### src/core/gate_ctrl_pkg.sv
// Constants and types shared by the three-phase gate control logic.
// Overview of operation
// RULE_01 - Gate commands come from mode, PWM, fault flags and the phase enables.
// RULE_02 - A gate turns on only 3 us after the PWM edge requesting it.
// RULE_03 - Complementary chopping alternates high and low drives, never both on.
// RULE_04 - Each turn-on waits its dead time after the opposite switch turns off.
// RULE_05 - Dead time 1.0 to 5.5 us standard, 0.2 to 1.0 us fast variant; the code waits 3 us in both, as dead time shares the turn-on count.
// RULE_06 - Overheat or supply surge turns all gates off until next PWM cycle.
// RULE_07 - Current limit latches the affected drive off until next PWM cycle.
// RULE_08 - Controller must toggle PWM after reset or faults to re-enable gates.
// RULE_09 - Comparator trip sets the overcurrent flag and stops load current.
// RULE_10 - Overcurrent flag sets 1.5 to 5.0 us after comparator goes low.
// RULE_11 - Under current limit only static outputs stay on; other faults force off.
// RULE_12 - Overheat or surge sets its flag and forces outputs to no current.
// RULE_13 - Three independent phases, each pair of enables steers only its gates.
// RULE_14 - Both enables equal turns both gates of that phase off.
// RULE_15 - Mode 00: high enable holds high on, low enable chops low side.
// RULE_16 - Mode 10: high enable chops high side, low enable holds low on.
// RULE_17 - Mode 01: high enable holds high on, low enable gives complementary chop.
// RULE_18 - Mode 11: high enable gives complementary chop, low enable holds low on.
// RULE_19 - One shared PWM input modulates all three output pairs.
// RULE_20 - A blown fuse forces all outputs off for good and ignores inputs; the code clears its fuse latch when arst_n is asserted.
// RULE_21 - Inputs sampled on the system clock; delays are parameterised counters.
// RULE_22 - Fault latches clear on the next PWM rising edge once conditions end.
package gate_ctrl_pkg;
	localparam int CLK_MHZ                     = 40;
	localparam int TURN_ON_DELAY_NS            = 3000;
	localparam int HIGH_TURN_ON_DEAD_TIME_NS   = 3000;
	localparam int LOW_TURN_ON_DEAD_TIME_NS    = 3000;
	localparam int FAST_DEAD_TIME_NS           = 650;
	localparam int CL_DELAY_NS                 = 2800;
	localparam int CNT_W                       = 8;
	localparam logic [CNT_W-1:0] TURN_ON_CYC   =
		CNT_W'((TURN_ON_DELAY_NS * CLK_MHZ + 999) / 1000);
	localparam logic [CNT_W-1:0] HIGH_DEAD_CYC =
		CNT_W'((HIGH_TURN_ON_DEAD_TIME_NS * CLK_MHZ + 999) / 1000);
	localparam logic [CNT_W-1:0] LOW_DEAD_CYC  =
		CNT_W'((LOW_TURN_ON_DEAD_TIME_NS * CLK_MHZ + 999) / 1000);
	localparam logic [CNT_W-1:0] FAST_DEAD_CYC =
		CNT_W'((FAST_DEAD_TIME_NS * CLK_MHZ + 999) / 1000);
	localparam logic [CNT_W-1:0] CL_CYC        =
		CNT_W'((CL_DELAY_NS * CLK_MHZ + 999) / 1000);
	localparam int NUM_PHASES                  = 3;
	localparam int SYNC_W                      = 13;
	localparam logic [1:0] MODE_LOW_CHOP       = 2'h0;
	localparam logic [1:0] MODE_COMP_ON_LOW    = 2'h1;
	localparam logic [1:0] MODE_HIGH_CHOP      = 2'h2;
	localparam logic [1:0] MODE_COMP_ON_HIGH   = 2'h3;
	localparam logic POR_LOCK_RST              = 1'b1;
	// The PWM stages reset high, so a pin that idles high through reset is
	// not mistaken for a rising edge that would release the start lock.
	localparam logic [SYNC_W-1:0] SYNC_RST     = 13'h1000;
	localparam logic PWM_PREV_RST              = 1'b1;

	typedef struct packed {
		logic overheat_flag;
		logic supply_surge_flag;
		logic overcurrent_flag;
	} fault_flags_t;

	typedef struct packed {
		logic low;
		logic high;
	} gate_pair_t;

	localparam fault_flags_t FLAGS_RST = 3'h0;
endpackage : gate_ctrl_pkg

### src/core/gate_phase.sv
// One phase output stage with turn-on delay and shoot-through dead times.
`timescale 1ns/100ps
module gate_phase #(
	parameter logic [gate_ctrl_pkg::CNT_W-1:0] HIGH_CYC = 8'h78,
	parameter logic [gate_ctrl_pkg::CNT_W-1:0] LOW_CYC  = 8'h78
) (
	input  wire logic               sys_clk,
	input  wire logic               arst_n,
	input  wire gate_ctrl_pkg::gate_pair_t req,
	output logic                    high_gate,
	output logic                    low_gate
);
	logic [gate_ctrl_pkg::CNT_W-1:0] hcnt_r, hcnt_nxt, lcnt_r, lcnt_nxt;
	logic                            high_r, high_nxt, low_r, low_nxt;
	logic [gate_ctrl_pkg::CNT_W-1:0] low_off_age_r, high_off_age_r;

	// A counter only runs while its side is wanted and the other is off, so
	// the wait starts when the opposite switch has actually turned off.
	always_comb begin
		hcnt_nxt = 8'h00;
		lcnt_nxt = 8'h00;
		if (req.high && !low_r) begin // RULE_04
			hcnt_nxt = (hcnt_r == HIGH_CYC) ? hcnt_r : hcnt_r + 8'h01; // RULE_02
		end
		if (req.low && !high_r) begin // RULE_04
			lcnt_nxt = (lcnt_r == LOW_CYC) ? lcnt_r : lcnt_r + 8'h01; // RULE_02
		end
		high_nxt = req.high && !req.low && !low_r && hcnt_nxt == HIGH_CYC;
		low_nxt  = req.low && !req.high && !high_r && lcnt_nxt == LOW_CYC;
		high_nxt = high_nxt && !low_nxt; // RULE_03
	end

	always_ff @(posedge sys_clk or negedge arst_n) begin
		if (!arst_n) begin
			hcnt_r <= 8'h00;
			lcnt_r <= 8'h00;
			high_r <= 1'b0;
			low_r  <= 1'b0;
		end else begin
			hcnt_r <= hcnt_nxt;
			lcnt_r <= lcnt_nxt;
			high_r <= high_nxt;
			low_r  <= low_nxt;
		end
	end

	assign high_gate = high_r;
	assign low_gate  = low_r;

	// Helper ages of the off time of each side, read only by assertions.
	always_ff @(posedge sys_clk or negedge arst_n) begin
		if (!arst_n) begin
			low_off_age_r  <= 8'hff;
			high_off_age_r <= 8'hff;
		end else begin
			low_off_age_r  <= low_r ? 8'h00 :
				(low_off_age_r == 8'hff ? 8'hff : low_off_age_r + 8'h01);
			high_off_age_r <= high_r ? 8'h00 :
				(high_off_age_r == 8'hff ? 8'hff : high_off_age_r + 8'h01);
		end
	end
endmodule : gate_phase

### src/core/gate_ctrl.sv
// Top of the three-phase gate control: sync, mode decode and fault latches.
`timescale 1ns/100ps
module gate_ctrl #(
	parameter bit FAST_VARIANT = 1'b0
) (
	input  wire logic                     sys_clk,
	input  wire logic                     arst_n,
	input  wire logic                     pwm_in,
	input  wire logic                     chop_select_bit_a,
	input  wire logic                     chop_select_bit_b,
	input  wire logic [2:0]               phase_low_enable,
	input  wire logic [2:0]               phase_high_enable,
	input  wire logic                     overheat_in,
	input  wire logic                     supply_surge_in,
	input  wire logic                     isense_cmp_n,
	input  wire logic                     fuse_blown_in,
	output logic [2:0]                    phase_low_gate_out,
	output logic [2:0]                    phase_high_gate_out,
	output gate_ctrl_pkg::fault_flags_t   fault_flags
);
	localparam logic [gate_ctrl_pkg::CNT_W-1:0] DEAD_H =
		FAST_VARIANT ? gate_ctrl_pkg::FAST_DEAD_CYC
		: gate_ctrl_pkg::HIGH_DEAD_CYC; // RULE_05
	localparam logic [gate_ctrl_pkg::CNT_W-1:0] DEAD_L =
		FAST_VARIANT ? gate_ctrl_pkg::FAST_DEAD_CYC
		: gate_ctrl_pkg::LOW_DEAD_CYC; // RULE_05
	localparam logic [gate_ctrl_pkg::CNT_W-1:0] HIGH_CYC =
		(DEAD_H > gate_ctrl_pkg::TURN_ON_CYC) ? DEAD_H
		: gate_ctrl_pkg::TURN_ON_CYC;
	localparam logic [gate_ctrl_pkg::CNT_W-1:0] LOW_CYC =
		(DEAD_L > gate_ctrl_pkg::TURN_ON_CYC) ? DEAD_L
		: gate_ctrl_pkg::TURN_ON_CYC;

	logic [gate_ctrl_pkg::SYNC_W-1:0] sync1_r, sync2_r;
	logic                             pwm_s, ot_s, ov_s, cmp_low_s, fuse_s;
	logic [1:0]                       mode_s;
	logic [2:0]                       le_s, he_s;
	logic                             pwm_prev_r, pwm_rise;
	logic                             por_r, por_nxt;
	logic                             fuse_r, fuse_nxt;
	gate_ctrl_pkg::fault_flags_t      flags_r, flags_nxt;
	logic [gate_ctrl_pkg::CNT_W-1:0]  cl_cnt_r, cl_cnt_nxt;
	logic                             cl_trip, blocked;
	gate_ctrl_pkg::gate_pair_t        req [gate_ctrl_pkg::NUM_PHASES];

	// Every pin is asynchronous to sys_clk, so all but arst_n pass two flops first.
	always_ff @(posedge sys_clk or negedge arst_n) begin // RULE_21
		if (!arst_n) begin
			sync1_r <= gate_ctrl_pkg::SYNC_RST;
			sync2_r <= gate_ctrl_pkg::SYNC_RST;
		end else begin
			sync1_r <= {pwm_in, chop_select_bit_b, chop_select_bit_a,
				phase_low_enable, phase_high_enable, overheat_in,
				supply_surge_in, !isense_cmp_n, fuse_blown_in};
			sync2_r <= sync1_r;
		end
	end

	assign {pwm_s, mode_s, le_s, he_s, ot_s, ov_s, cmp_low_s, fuse_s} =
		sync2_r;

	// Truth table for one phase; the same decode serves every phase.
	function automatic gate_ctrl_pkg::gate_pair_t decide(
		input logic [1:0] mode,
		input logic       le,
		input logic       he,
		input logic       pwm,
		input logic       cl
	);
		gate_ctrl_pkg::gate_pair_t g;
		g = 2'b00;
		if (le != he) begin // RULE_14
			case (mode) // RULE_01
				gate_ctrl_pkg::MODE_LOW_CHOP: begin
					if (he) begin
						g.high = 1'b1; // RULE_15
					end else begin
						g.low = pwm && !cl; // RULE_15 RULE_11
					end
				end
				gate_ctrl_pkg::MODE_COMP_ON_LOW: begin
					if (he || cl) begin
						g.high = 1'b1; // RULE_17 RULE_11
					end else begin
						g.high = pwm; // RULE_17 RULE_03
						g.low  = !pwm;
					end
				end
				gate_ctrl_pkg::MODE_HIGH_CHOP: begin
					if (le) begin
						g.low = 1'b1; // RULE_16
					end else begin
						g.high = pwm && !cl; // RULE_16 RULE_11
					end
				end
				gate_ctrl_pkg::MODE_COMP_ON_HIGH: begin
					if (le || cl) begin
						g.low = 1'b1; // RULE_18 RULE_11
					end else begin
						g.high = pwm; // RULE_18 RULE_03
						g.low  = !pwm;
					end
				end
				default: g = 2'b00;
			endcase
		end
		return g;
	endfunction : decide

	// The flags clear only on a PWM rising edge with the cause gone; a cause
	// still present in that cycle keeps its flag set.
	always_comb begin
		pwm_rise  = pwm_s && !pwm_prev_r;
		cl_trip   = cmp_low_s && cl_cnt_r == gate_ctrl_pkg::CL_CYC - 8'h01;
		cl_cnt_nxt = 8'h00;
		if (cmp_low_s) begin // RULE_10
			cl_cnt_nxt = (cl_cnt_r == gate_ctrl_pkg::CL_CYC) ? cl_cnt_r
				: cl_cnt_r + 8'h01;
		end
		flags_nxt.overheat_flag = ot_s ||
			(flags_r.overheat_flag && !pwm_rise); // RULE_12 RULE_22
		flags_nxt.supply_surge_flag = ov_s ||
			(flags_r.supply_surge_flag && !pwm_rise); // RULE_12 RULE_22
		flags_nxt.overcurrent_flag = cl_trip || (flags_r.overcurrent_flag &&
			!(pwm_rise && !cmp_low_s)); // RULE_09 RULE_07 RULE_22
		por_nxt  = por_r && !pwm_rise; // RULE_08
		fuse_nxt = fuse_r || fuse_s; // RULE_20
	end

	always_ff @(posedge sys_clk or negedge arst_n) begin
		if (!arst_n) begin
			pwm_prev_r <= gate_ctrl_pkg::PWM_PREV_RST;
			por_r      <= gate_ctrl_pkg::POR_LOCK_RST;
			fuse_r     <= 1'b0;
			flags_r    <= gate_ctrl_pkg::FLAGS_RST;
			cl_cnt_r   <= 8'h00;
		end else begin
			pwm_prev_r <= pwm_s;
			por_r      <= por_nxt;
			fuse_r     <= fuse_nxt;
			flags_r    <= flags_nxt;
			cl_cnt_r   <= cl_cnt_nxt;
		end
	end

	assign fault_flags = flags_r;
	// Blocking uses the latched flags, so a fault that has already cleared
	// still holds the gates off until the next PWM cycle starts.
	assign blocked = fuse_r || por_r || flags_r.overheat_flag ||
		flags_r.supply_surge_flag; // RULE_06 RULE_12 RULE_20 RULE_08

	for (genvar i = 0; i < gate_ctrl_pkg::NUM_PHASES; i++) begin : g_phase
		always_comb begin
			req[i] = blocked ? 2'b00 : decide(mode_s, le_s[i], he_s[i],
				pwm_s, flags_r.overcurrent_flag); // RULE_13 RULE_19
		end

		gate_phase #(
			.HIGH_CYC (HIGH_CYC),
			.LOW_CYC  (LOW_CYC)
		) u_phase (
			.sys_clk   (sys_clk),
			.arst_n    (arst_n),
			.req       (req[i]),
			.high_gate (phase_high_gate_out[i]),
			.low_gate  (phase_low_gate_out[i])
		);
	end
endmodule : gate_ctrl

### config.mk
export PLATFORM = sky130hd
export DESIGN_NAME = gate_ctrl
export DESIGN_NICKNAME = d
export VERILOG_FILES = /design/src/core/gate_ctrl_pkg.sv /design/src/core/gate_phase.sv /design/src/core/gate_ctrl.sv
export SDC_FILE = /design/constraint.sdc
export NUM_CORES = 1
export LEC_CHECK = 0
export ABC_CLOCK_PERIOD_IN_PS = 2300
export BUFFER_PORTS_ARGS = -buffer_cell sky130_fd_sc_hd__buf_2
export CAP_MARGIN = 40
export CORE_MARGIN = 2
export CORE_UTILIZATION = 55
export DETAILED_ROUTE_END_ITERATION = 7
export PLACE_DENSITY_LB_ADDON = 0.12
export SYNTH_ARGS = -nofsm -noshare
export SYNTH_HDL_FRONTEND = slang
export SYNTH_SLANG_ARGS = --single-unit
### constraint.sdc
create_clock -name sys_clk -period 2.3 [get_ports sys_clk]
set_clock_uncertainty 0.2 [all_clocks]
set_input_delay 0.345 -clock sys_clk [delete_from_list [all_inputs] [get_ports sys_clk]]
set_output_delay 0.345 -clock sys_clk [all_outputs]
set_load 0.02 [all_outputs]
After elaboration in Yosys (flattened, before gate mapping)
Cells that the tools add are included.
- add/subtract/negate cells: 7
- equality and inequality tests: 21
- mux-type cells: 47
- reduce and logical (&&, ||, !) cells: 71
- operators with widths (kind ; count):
    8-bit by 7-bit == test with 1-bit output (second input constant) ; 14
    8-bit two-way mux ; 14
    8-bit by 1-bit adder with 8-bit output (second input constant) ; 7
    1-bit logical AND ; 35
    1-bit two-way mux ; 24
    2-bit case mux with 4 select lines ; 3
    1-bit zero test ; 22
    1-bit logical OR ; 13
    2-bit two-way mux ; 6
    2-bit == test (second input constant) ; 2
    1-bit inequality test ; 3
    2-bit by 1-bit == test with 1-bit output (second input constant) ; 1
    2-bit zero test ; 1
    2-bit inequality test (second input constant) ; 1
- register bits after elaboration: 94
- input port bits: 15
- output and inout port bits: 9
- logic and storage cells: 167

Logic depth before layout (Yosys ltp)
Gate-level depths: netlist (run 1).
- word-level depth: 12
- mapped depth: 7
- gate-level depth less buffers: 7

By module
From an unflattened synthesis (run 1), not the netlist that was laid out.
- cell total of the unflattened synthesis: 415
- area total of the unflattened synthesis: 4463.0 um^2
- by module, submodules not included (module ; times used ; cells an instance ; area an instance (um^2) ; seq. area each (um^2)):
    gate_phase ; 3 ; 99 ; 979.7 ; 450.4
    gate_ctrl ; 1 ; 118 ; 1524.0 ; 1006.0

Worst setup path after synthesis (run 1)
No wires, ideal clock.
- path type: reg2reg
- from: register g_phase[0].u_phase.lcnt_r[0] (netlist name)
- to: register g_phase[0].u_phase.low_r
- setup time: 100 ps
- arrival: 1867 ps
- data required time: 2000 ps
- slack: 132 ps
- stages on the path, launching flop included: 8
- path buffers: 0
- period minus slack after synthesis: 2168 ps
- path through: dfrtp_1 > inv_1 > ha_1 > or3b_2 > nor2_1 > mux2i_1 > and3_1 > nor4bb_1
- longest elaborated chain between the ends: 5
- elaborated cells between the ends (all ways): 6
- classes of those cells: add/sub (1); eq/ne (2); mux (2); reduce/logical (1)
- ends and longest elaborated chain (element ; RTL line ; source):
    start, declared ; gate_phase.sv:13 ; logic [gate_ctrl_pkg::CNT_W-1:0] hcnt_r, hcnt_nxt, lcnt_r, lcnt_nxt;
    start signal, assigned ; gate_phase.sv:41 ; lcnt_r <= lcnt_nxt;
    8-bit by 1-bit adder with 8-bit output or 8-bit by 7-bit == test with 1-bit output (tied branches) ; gate_phase.sv:26 ; lcnt_nxt = (lcnt_r == LOW_CYC) ? lcnt_r : lcnt_r + 8'h01;
    8-bit two-way mux (*) ; gate_phase.sv:26 ;
    8-bit two-way mux (*) ; gate_phase.sv:25 ; if (req.low && !high_r) begin
    8-bit by 7-bit == test with 1-bit output (*) ; gate_phase.sv:29 ; low_nxt = req.low && !req.high && !high_r && lcnt_nxt == LOW_CYC;
    1-bit logical AND (*) ; gate_phase.sv:29 ;
    named net g_phase[0].u_phase.low_nxt ; gate_phase.sv:14 ; logic high_r, high_nxt, low_r, low_nxt;
    end signal, assigned ; gate_phase.sv:43 ; low_r <= low_nxt;
    end, declared ; gate_phase.sv:14 ;
The timed path passes the listed nets; every way through them passes the cells marked *.
A chain may end at the register's enable or synchronous reset.

Worst setup path in the final report (run 1)
- from: register g_phase[0].u_phase.hcnt_r[1] (netlist name)
- to: register g_phase[0].u_phase.high_r
- longest elaborated chain between the ends: 6
- elaborated cells between the ends (all ways): 7
- classes of those cells: add/sub (1); eq/ne (2); mux (2); reduce/logical (2)
- ends and longest elaborated chain (element ; RTL line ; source):
    start, declared ; gate_phase.sv:13 ;
    start signal, assigned ; gate_phase.sv:40 ; hcnt_r <= hcnt_nxt;
    8-bit by 1-bit adder with 8-bit output or 8-bit by 7-bit == test with 1-bit output (tied branches) ; gate_phase.sv:23 ; hcnt_nxt = (hcnt_r == HIGH_CYC) ? hcnt_r : hcnt_r + 8'h01;
    8-bit two-way mux (*) ; gate_phase.sv:23 ;
    8-bit two-way mux (*) ; gate_phase.sv:22 ; if (req.high && !low_r) begin
    8-bit by 7-bit == test with 1-bit output (*) ; gate_phase.sv:28 ; high_nxt = req.high && !req.low && !low_r && hcnt_nxt == HIGH_CYC;
    1-bit logical AND (*) ; gate_phase.sv:28 ;
    1-bit logical AND (*) ; gate_phase.sv:30 ; high_nxt = high_nxt && !low_nxt;
    named net g_phase[0].u_phase.high_nxt ; gate_phase.sv:14 ;
    end signal, assigned ; gate_phase.sv:42 ; high_r <= high_nxt;
    end, declared ; gate_phase.sv:14 ;
Marks and branches as above.

==> impl_results.md, run 1 <==
* Status: finished clean
* Yosys cell types at 60
* Crit start category: flop
* Setup crit end kind: flop
* Total routed wirelength at slightly above 8000 microns
* Vias per std cell at ~5.4
* Min-Delay Startpoint: sync1_r[3]
* Post-synth top flop: dfrtp_1
* Crit path time final at approximately 2.2 ns
* DP HPWL at roughly 6000 microns
* CTS buffer count at 9
* Worst slack, placed at 0.09865 ns
* Period Utilization, post-route at 0.9501
* Share of cells above drive strength 1 at 0.1462
* Max Slew Vio Count at 0
* DRC errors left at 0
* Vias in the first global route at about 3.1k
* FF-to-FF path depth at 7
* Crit Path Category: flop to flop
* Worst rel slew slack at 0.6908
* Worst hold path class: flop to flop
* Initial DRC count at about 110
* Die area at slightly above 9000 sq um
* Synthesized area at 4639 sq um
* Final setup fails at 0
* Worst reg2reg setup slack at roughly 0.11 ns
* Largest net degree at the start of global routing at 36
* PD cells at 562.7 nW/um^2
* Worst path setup slack after routing at ~0.11 ns
* EDFF count, synth at 0
* Via Count at 3342
* Routed len/inst at roughly 13 microns
* Flops & latches, synth at 94
* Post-Syn Nets at about 490
* Die height at around 96 microns
* Commonest non-fill, non-tap cells in the layout: 90 x dfrtp_1, 65 x nor2_1, 34 x xnor2_1, 30 x nand2_1, 23 x inv_1
* Std-Cell Rows at 33
* Worst-skew pair later-pin latency at about 0.35 ns
* Initial antenna violation count at 0
* ANT cells at 0
* I/O Buffers at 23
* Drt first pass iters at 4
* IO Count at 24
* Area Growth Syn to Fin at 14.08%
* Hold EP: sync2_r[3]
* Max Fclk at 457.6 MHz
* Seq/Total Area, Yosys at 0.5081
* Die width at between 90 and 100 microns
* FF-to-FF End: g_phase[0].u_phase.high_gate
* H-tree depth reported by CTS at 3
* Reg clk slew, reported paths at around 0.1 ns
* Crit path from: g_phase[0].u_phase.hcnt_r[1]
* Clock sink count at between 90 and 100
* Global-route wire length before repair at roughly 14000 microns
* Max clock buf depth at 2
* Core area at 8217 sq um
* WHS Path Cells at 0
* Final design utilization at 0.6441
* Gr ovfl total at 0
* Final ANT Viol Nets at 0
* Worst Path Max Fanout at 7
* Worst VDD drop at roughly 0.00044 V
* Max Cap Viol at 0
* Syn Inst Count at about 460
* Leakage at roughly 0.0022 uW
* Initial Util at 0.5646
* CTS root buffer: clkbuf_8
* Nets at around 540
* Fill count at approximately 670
* Crit path DAT at ~2.2 ns
* Worst EP required at between 2 and 2.5 ns
* Global Route Usage Sum at 0.1952
* Most common cell after layout, fill and taps aside: dfrtp_1
* RD Place Congestion at approximately 0.8
* Worst-margin pin slew at roughly 0.46 ns
* Synthesized area per cell at approximately 10 sq um
* YS warnings at 0
* CTS tree: built
* Reg2reg start: g_phase[0].u_phase.hcnt_r[1]
* Async SR Flop Fraction at 1.000
* Final Hold Vio Count at 0
==> cell families after synthesis <==
logic type      count (synthesis)  share of synthesized area
flops                          94                     0.5081
compound gates                 55                    0.07902
fa+ha+maj                      14                    0.03776
mux                             4                   0.008630
xor+xnor                       49                    0.09250
buf+inv                        45                    0.04504
simple gates                  201                     0.2290
==> power breakdown <==
group	total (uW)	switching [uW]	internal (uW)
clock	1160	583	572
sequential	1710	23.9	1680
combinational	115	62.6	52.6
total	2980	670	2310
==> metal layers <==
layer	track usage	wire, microns	vias to the layer above
li1	-	-	1662
met5	0	0	-
met2	0.3135	3983	37
met1	0.2705	3948	1631
met3	0.02976	188	12
met4	0.07143	121	0
==> final cells by class <==
class / count / area [sq um] / area share
Sequential cell: 94 / 2357 / 0.4454
Multi-Input combinational cell: 323 / 2082 / 0.3934
Timing Repair Buffer: 57 / 420.4 / 0.07943
Clock buffer: 11 / 151.4 / 0.02861
Tap cell: 105 / 131.4 / 0.02482
Inverter: 23 / 86.33 / 0.01631
Clock inverter: 5 / 63.81 / 0.01206
==> metrics by stage <==
step / area [sq um] / std cells / hold WS, ns / setup TNS, ns / power (uW)
final: 5293 / 618 / 0.1544 / 0 / 2978
after global routing: 5293 / 618 / 0.1642 / -0.01766 / 3109
after CTS: 5276 / 617 / 0.1575 / 0 / 3014
after detailed placement: 4921 / 587 / 0.1028 / 0 / 1841
after global placement: 4921 / 587 / 0.1046 / 0 / 1838
after floorplan: 4639 / 462 / -0.1506 / 0 / 1774
==> cells in the mapped netlist, types with 2 or more instances <==
cell type,count,area [sq um]
or2b_1,2,15.01
o21ai_1,2,10.01
nor3b_1,3,22.52
buf_2,5,25.02
or2_2,2,12.51
dfrtp_1,90,2252
nand4_1,9,56.30
nand4b_1,2,17.52
nand2_1,30,112.6
xnor2_1,34,297.8
and2_1,8,50.05
and3_1,2,12.51
a21o_1,2,15.01
nor2_1,66,247.7
or3b_2,2,17.52
o22ai_1,3,18.77
and4_1,2,17.52
ha_1,14,175.2
nor4bb_1,3,30.03
inv_1,23,86.33
nor4b_2,2,30.03
nor4b_1,2,17.52
a21oi_1,10,50.05
clkbuf_1,9,33.78
o21ai_0,13,65.06
nor4_1,5,31.28
dfstp_2,4,105.1
xor2_1,15,131.4
o2bb2ai_1,2,17.52
or3_1,5,31.28
a211oi_1,2,15.01
nor2b_1,7,43.79
nand3_1,15,75.07
buf_4,7,52.55
o211ai_1,3,22.52
a22oi_1,2,15.01
nand3b_1,5,37.54
nand2b_1,9,56.30
a31oi_1,4,25.02
nor3_1,14,70.07
mux2i_1,4,40.04
==> repair_timing <==
item                       CTS  global route
setup endpoints to repair    0             2
hold endpoints to repair    39             0
hold buffers                14             0
gates resized for setup      0             2
setup buffers                0             1
==> flip-flops by register name (all words and copies together) (netlist names) <==
signal                     flops
sync2_r                       13
por_r                          1
g_phase.u_phase.high_gate      3
cl_cnt_r                       8
fault_flags                    3
g_phase.u_phase.low_gate       3
g_phase.u_phase.hcnt_r        24
fuse_r                         1
g_phase.u_phase.lcnt_r        24
sync1_r                       13
pwm_prev_r                     1
==> critical path, cell delays in order, from the launching register on <==
cell	delay [ns]
dfrtp_1	0.46
inv_1	0.09
ha_1	0.13
or3b_2	0.48
o32a_1	0.30
o22ai_1	0.14
nand3_1	0.09
nor4_1	0.19
==> worst max-delay path by stage <==
| stage | end | cells after the start |
|---|---|---|
| 2_1_floorplan | g_phase[0].u_phase.low_gate | 7 |
| 3_3_place_gp | g_phase[0].u_phase.low_gate | 7 |
| 3_5_place_dp | g_phase[0].u_phase.high_gate | 7 |
| 4_1_cts | g_phase[0].u_phase.high_gate | 7 |
| 5_1_grt | g_phase[0].u_phase.low_gate | 7 |
| 6_report | g_phase[0].u_phase.high_gate | 7 |
No activity file was read; power rests on OpenSTA's default activity.
==> inputs of run 2 (changes only) <==
MAX_ROUTING_LAYER = met4   (was not set)
==> impl_results.md, run 2 (synthesized netlist as in run 1, its figures left out) <==
* Status: finished clean
* Nets at 537 (unchanged)
* ANT cells at 0 (unchanged)
* Max Cap Viol at 0 (unchanged)
* PD cells at 562.3 nW/um^2 (about the same)
* Initial DRC count at 107 (+1.9%)
* CTS root buffer: clkbuf_8
* Final ANT Viol Nets at 0 (unchanged)
* IO Count at 24 (unchanged)
* Clock sink count at 94 (unchanged)
* Crit start category: flop
* Reg clk slew, reported paths at 0.10 ns (about the same)
* Share of cells above drive strength 1 at 0.1462 (unchanged)
* Final Hold Vio Count at 0 (unchanged)
* Std-Cell Rows at 33 (unchanged)
* Largest net degree at the start of global routing at 36 (unchanged)
* Die area at 9186 sq um (unchanged)
* Initial antenna violation count at 0 (unchanged)
* FF-to-FF End: g_phase[0].u_phase.high_gate
* Via Count at 3342 (unchanged)
* Crit path time final at 2.187 ns (+0.001475 ns)
* Final design utilization at 0.6441 (unchanged)
* Period Utilization, post-route at 0.9507 (about the same)
* DP Cell Count at 587 (unchanged)
* Worst hold path class: flop to flop
* Vias in the first global route at 3123 (unchanged)
* RD Place Congestion at 0.8212 (+1.5%)
* Most Used Layer, Global Route: met2
* Max Fclk at 457.3 MHz (about the same)
* Worst path setup slack after routing at 0.1134 ns (-0.001475 ns)
* Max Slew Vio Count at 0 (unchanged)
* Die height at 95.85 microns (unchanged)
* Global Route Usage Sum at 0.2009 (+0.005692)
* CTS tree: built
* Reg2reg start: g_phase[0].u_phase.hcnt_r[1]
* Routed len/inst at 13.34 microns (unchanged)
* Worst reg2reg setup slack at 0.11 ns (about the same)
* Most common cell after layout, fill and taps aside: dfrtp_1
* Worst slack, placed at 0.09865 ns (unchanged)
* Worst-skew pair later-pin latency at 0.35 ns (about the same)
* Crit Path Category: flop to flop
* Routing usage on met3 at 0.02976 (unchanged)
* Drt first pass iters at 4 (unchanged)
* Global-route wire length before repair at 14060 microns (unchanged)
* CTS buffer count at 9 (unchanged)
* FF-to-FF path depth at 7 (unchanged)
* Worst-margin pin slew at 0.4607 ns (unchanged)
* Gr ovfl total at 0 (unchanged)
* Total routed wirelength at 8242 microns (unchanged)
* Core area at 8217 sq um (unchanged)
* Initial Util at 0.5646 (unchanged)
* Vias per std cell at 5.408 (unchanged)
* Final setup fails at 0 (unchanged)
* Crit path from: g_phase[0].u_phase.hcnt_r[1]
* H-tree depth reported by CTS at 3 (unchanged)
* M2 GR Usage at 0.3135 (unchanged)
* Crit path DAT at 2.24 ns (about the same)
* Setup crit end kind: flop
* Max clock buf depth at 2 (unchanged)
* Post-Layout Cell Count at 618 (unchanged)
* Area Growth Syn to Fin at 14.08% (unchanged)
* DP HPWL at 5879 microns (unchanged)
* DRC errors left at 0 (unchanged)
* Worst Path Max Fanout at 7 (unchanged)
* Worst EP required at 2.35 ns (about the same)
* I/O Buffers at 23 (unchanged)
* Leakage at 0.002168 uW (unchanged)
* Die width at 95.85 microns (unchanged)
* Crit path to: g_phase[0].u_phase.high_gate
* Met1 usage at 0.2705 (unchanged)
* Commonest non-fill, non-tap cells in the layout: 90 x dfrtp_1, 65 x nor2_1, 34 x xnor2_1, 30 x nand2_1, 23 x inv_1
* Fill count at 666 (unchanged)
* Worst VDD drop at 0.0004359 V (unchanged)
* Worst rel slew slack at 0.6908 (unchanged)
* Top flop regs: g_phase.u_phase.hcnt_r (24), g_phase.u_phase.lcnt_r (24)
run 2: power by group:
group / internal [uW] / leakage (uW) / switching (uW)
registers: 1680 / 0.00123 / 23.9
clock network: 572 / 0.000107 / 581
logic: 52.6 / 0.000833 / 62.6
run 2: per-stage QoR:
step	cell area, sq um	setup TNS (ns)	hold WS [ns]	power [uW]
CTS	5276	0	0.1575	3014
detailed placement	4921	0	0.1028	1841
floorplan	4639	0	-0.1506	1774
global placement	4921	0	0.1046	1838
global route	5293	-0.01766	0.1642	3109
finish	5293	0	0.1544	2976
run 2: layer usage:
layer | routed length (microns) | vias to the layer above
li1 | - | 1660
met1 | 3969 | 1631
met2 | 3974 | 37
met3 | 177 | 14
met4 | 121 | 0
met5 | 0 | -
run 2: how the worst min path moves through the flow:
stage,startpoint,end,slack [ns],depth (start not counted)
floorplan,arst_n,cl_cnt_r[0],-0.15,0
global placement,arst_n,g_phase[2].u_phase.lcnt_r[1],0.10,1
detailed placement,arst_n,g_phase[2].u_phase.lcnt_r[7],0.10,1
CTS,sync1_r[3],sync2_r[3],0.16,0
global route,sync1_r[0],sync2_r[0],0.16,0
finish,sync1_r[3],sync2_r[3],0.15,0
run 2: final cells by class:
class | instances | area [sq um] | share of cell area
Clock buffer | 11 | 151.4 | 0.02861
Sequential cell | 94 | 2357 | 0.4454
Multi-Input combinational cell | 323 | 2082 | 0.3934
Tap cell | 105 | 131.4 | 0.02482
Inverter | 23 | 86.33 | 0.01631
Timing Repair Buffer | 57 | 420.4 | 0.07943
Clock inverter | 5 | 63.81 | 0.01206
run 2: what timing repair did:
item,in CTS,in global routing
setup buffers,0,1
hold buffers,14,0
endpoints found under the hold margin,39,0
setup endpoints to repair,0,2
gates resized for setup,0,2
run 2: critical path, cell delays in order (launching register included):
cell,delay [ns]
dfrtp_1,0.46
inv_1,0.09
ha_1,0.13
or3b_2,0.48
o32a_1,0.30
o22ai_1,0.14
nand3_1,0.09
nor4_1,0.19
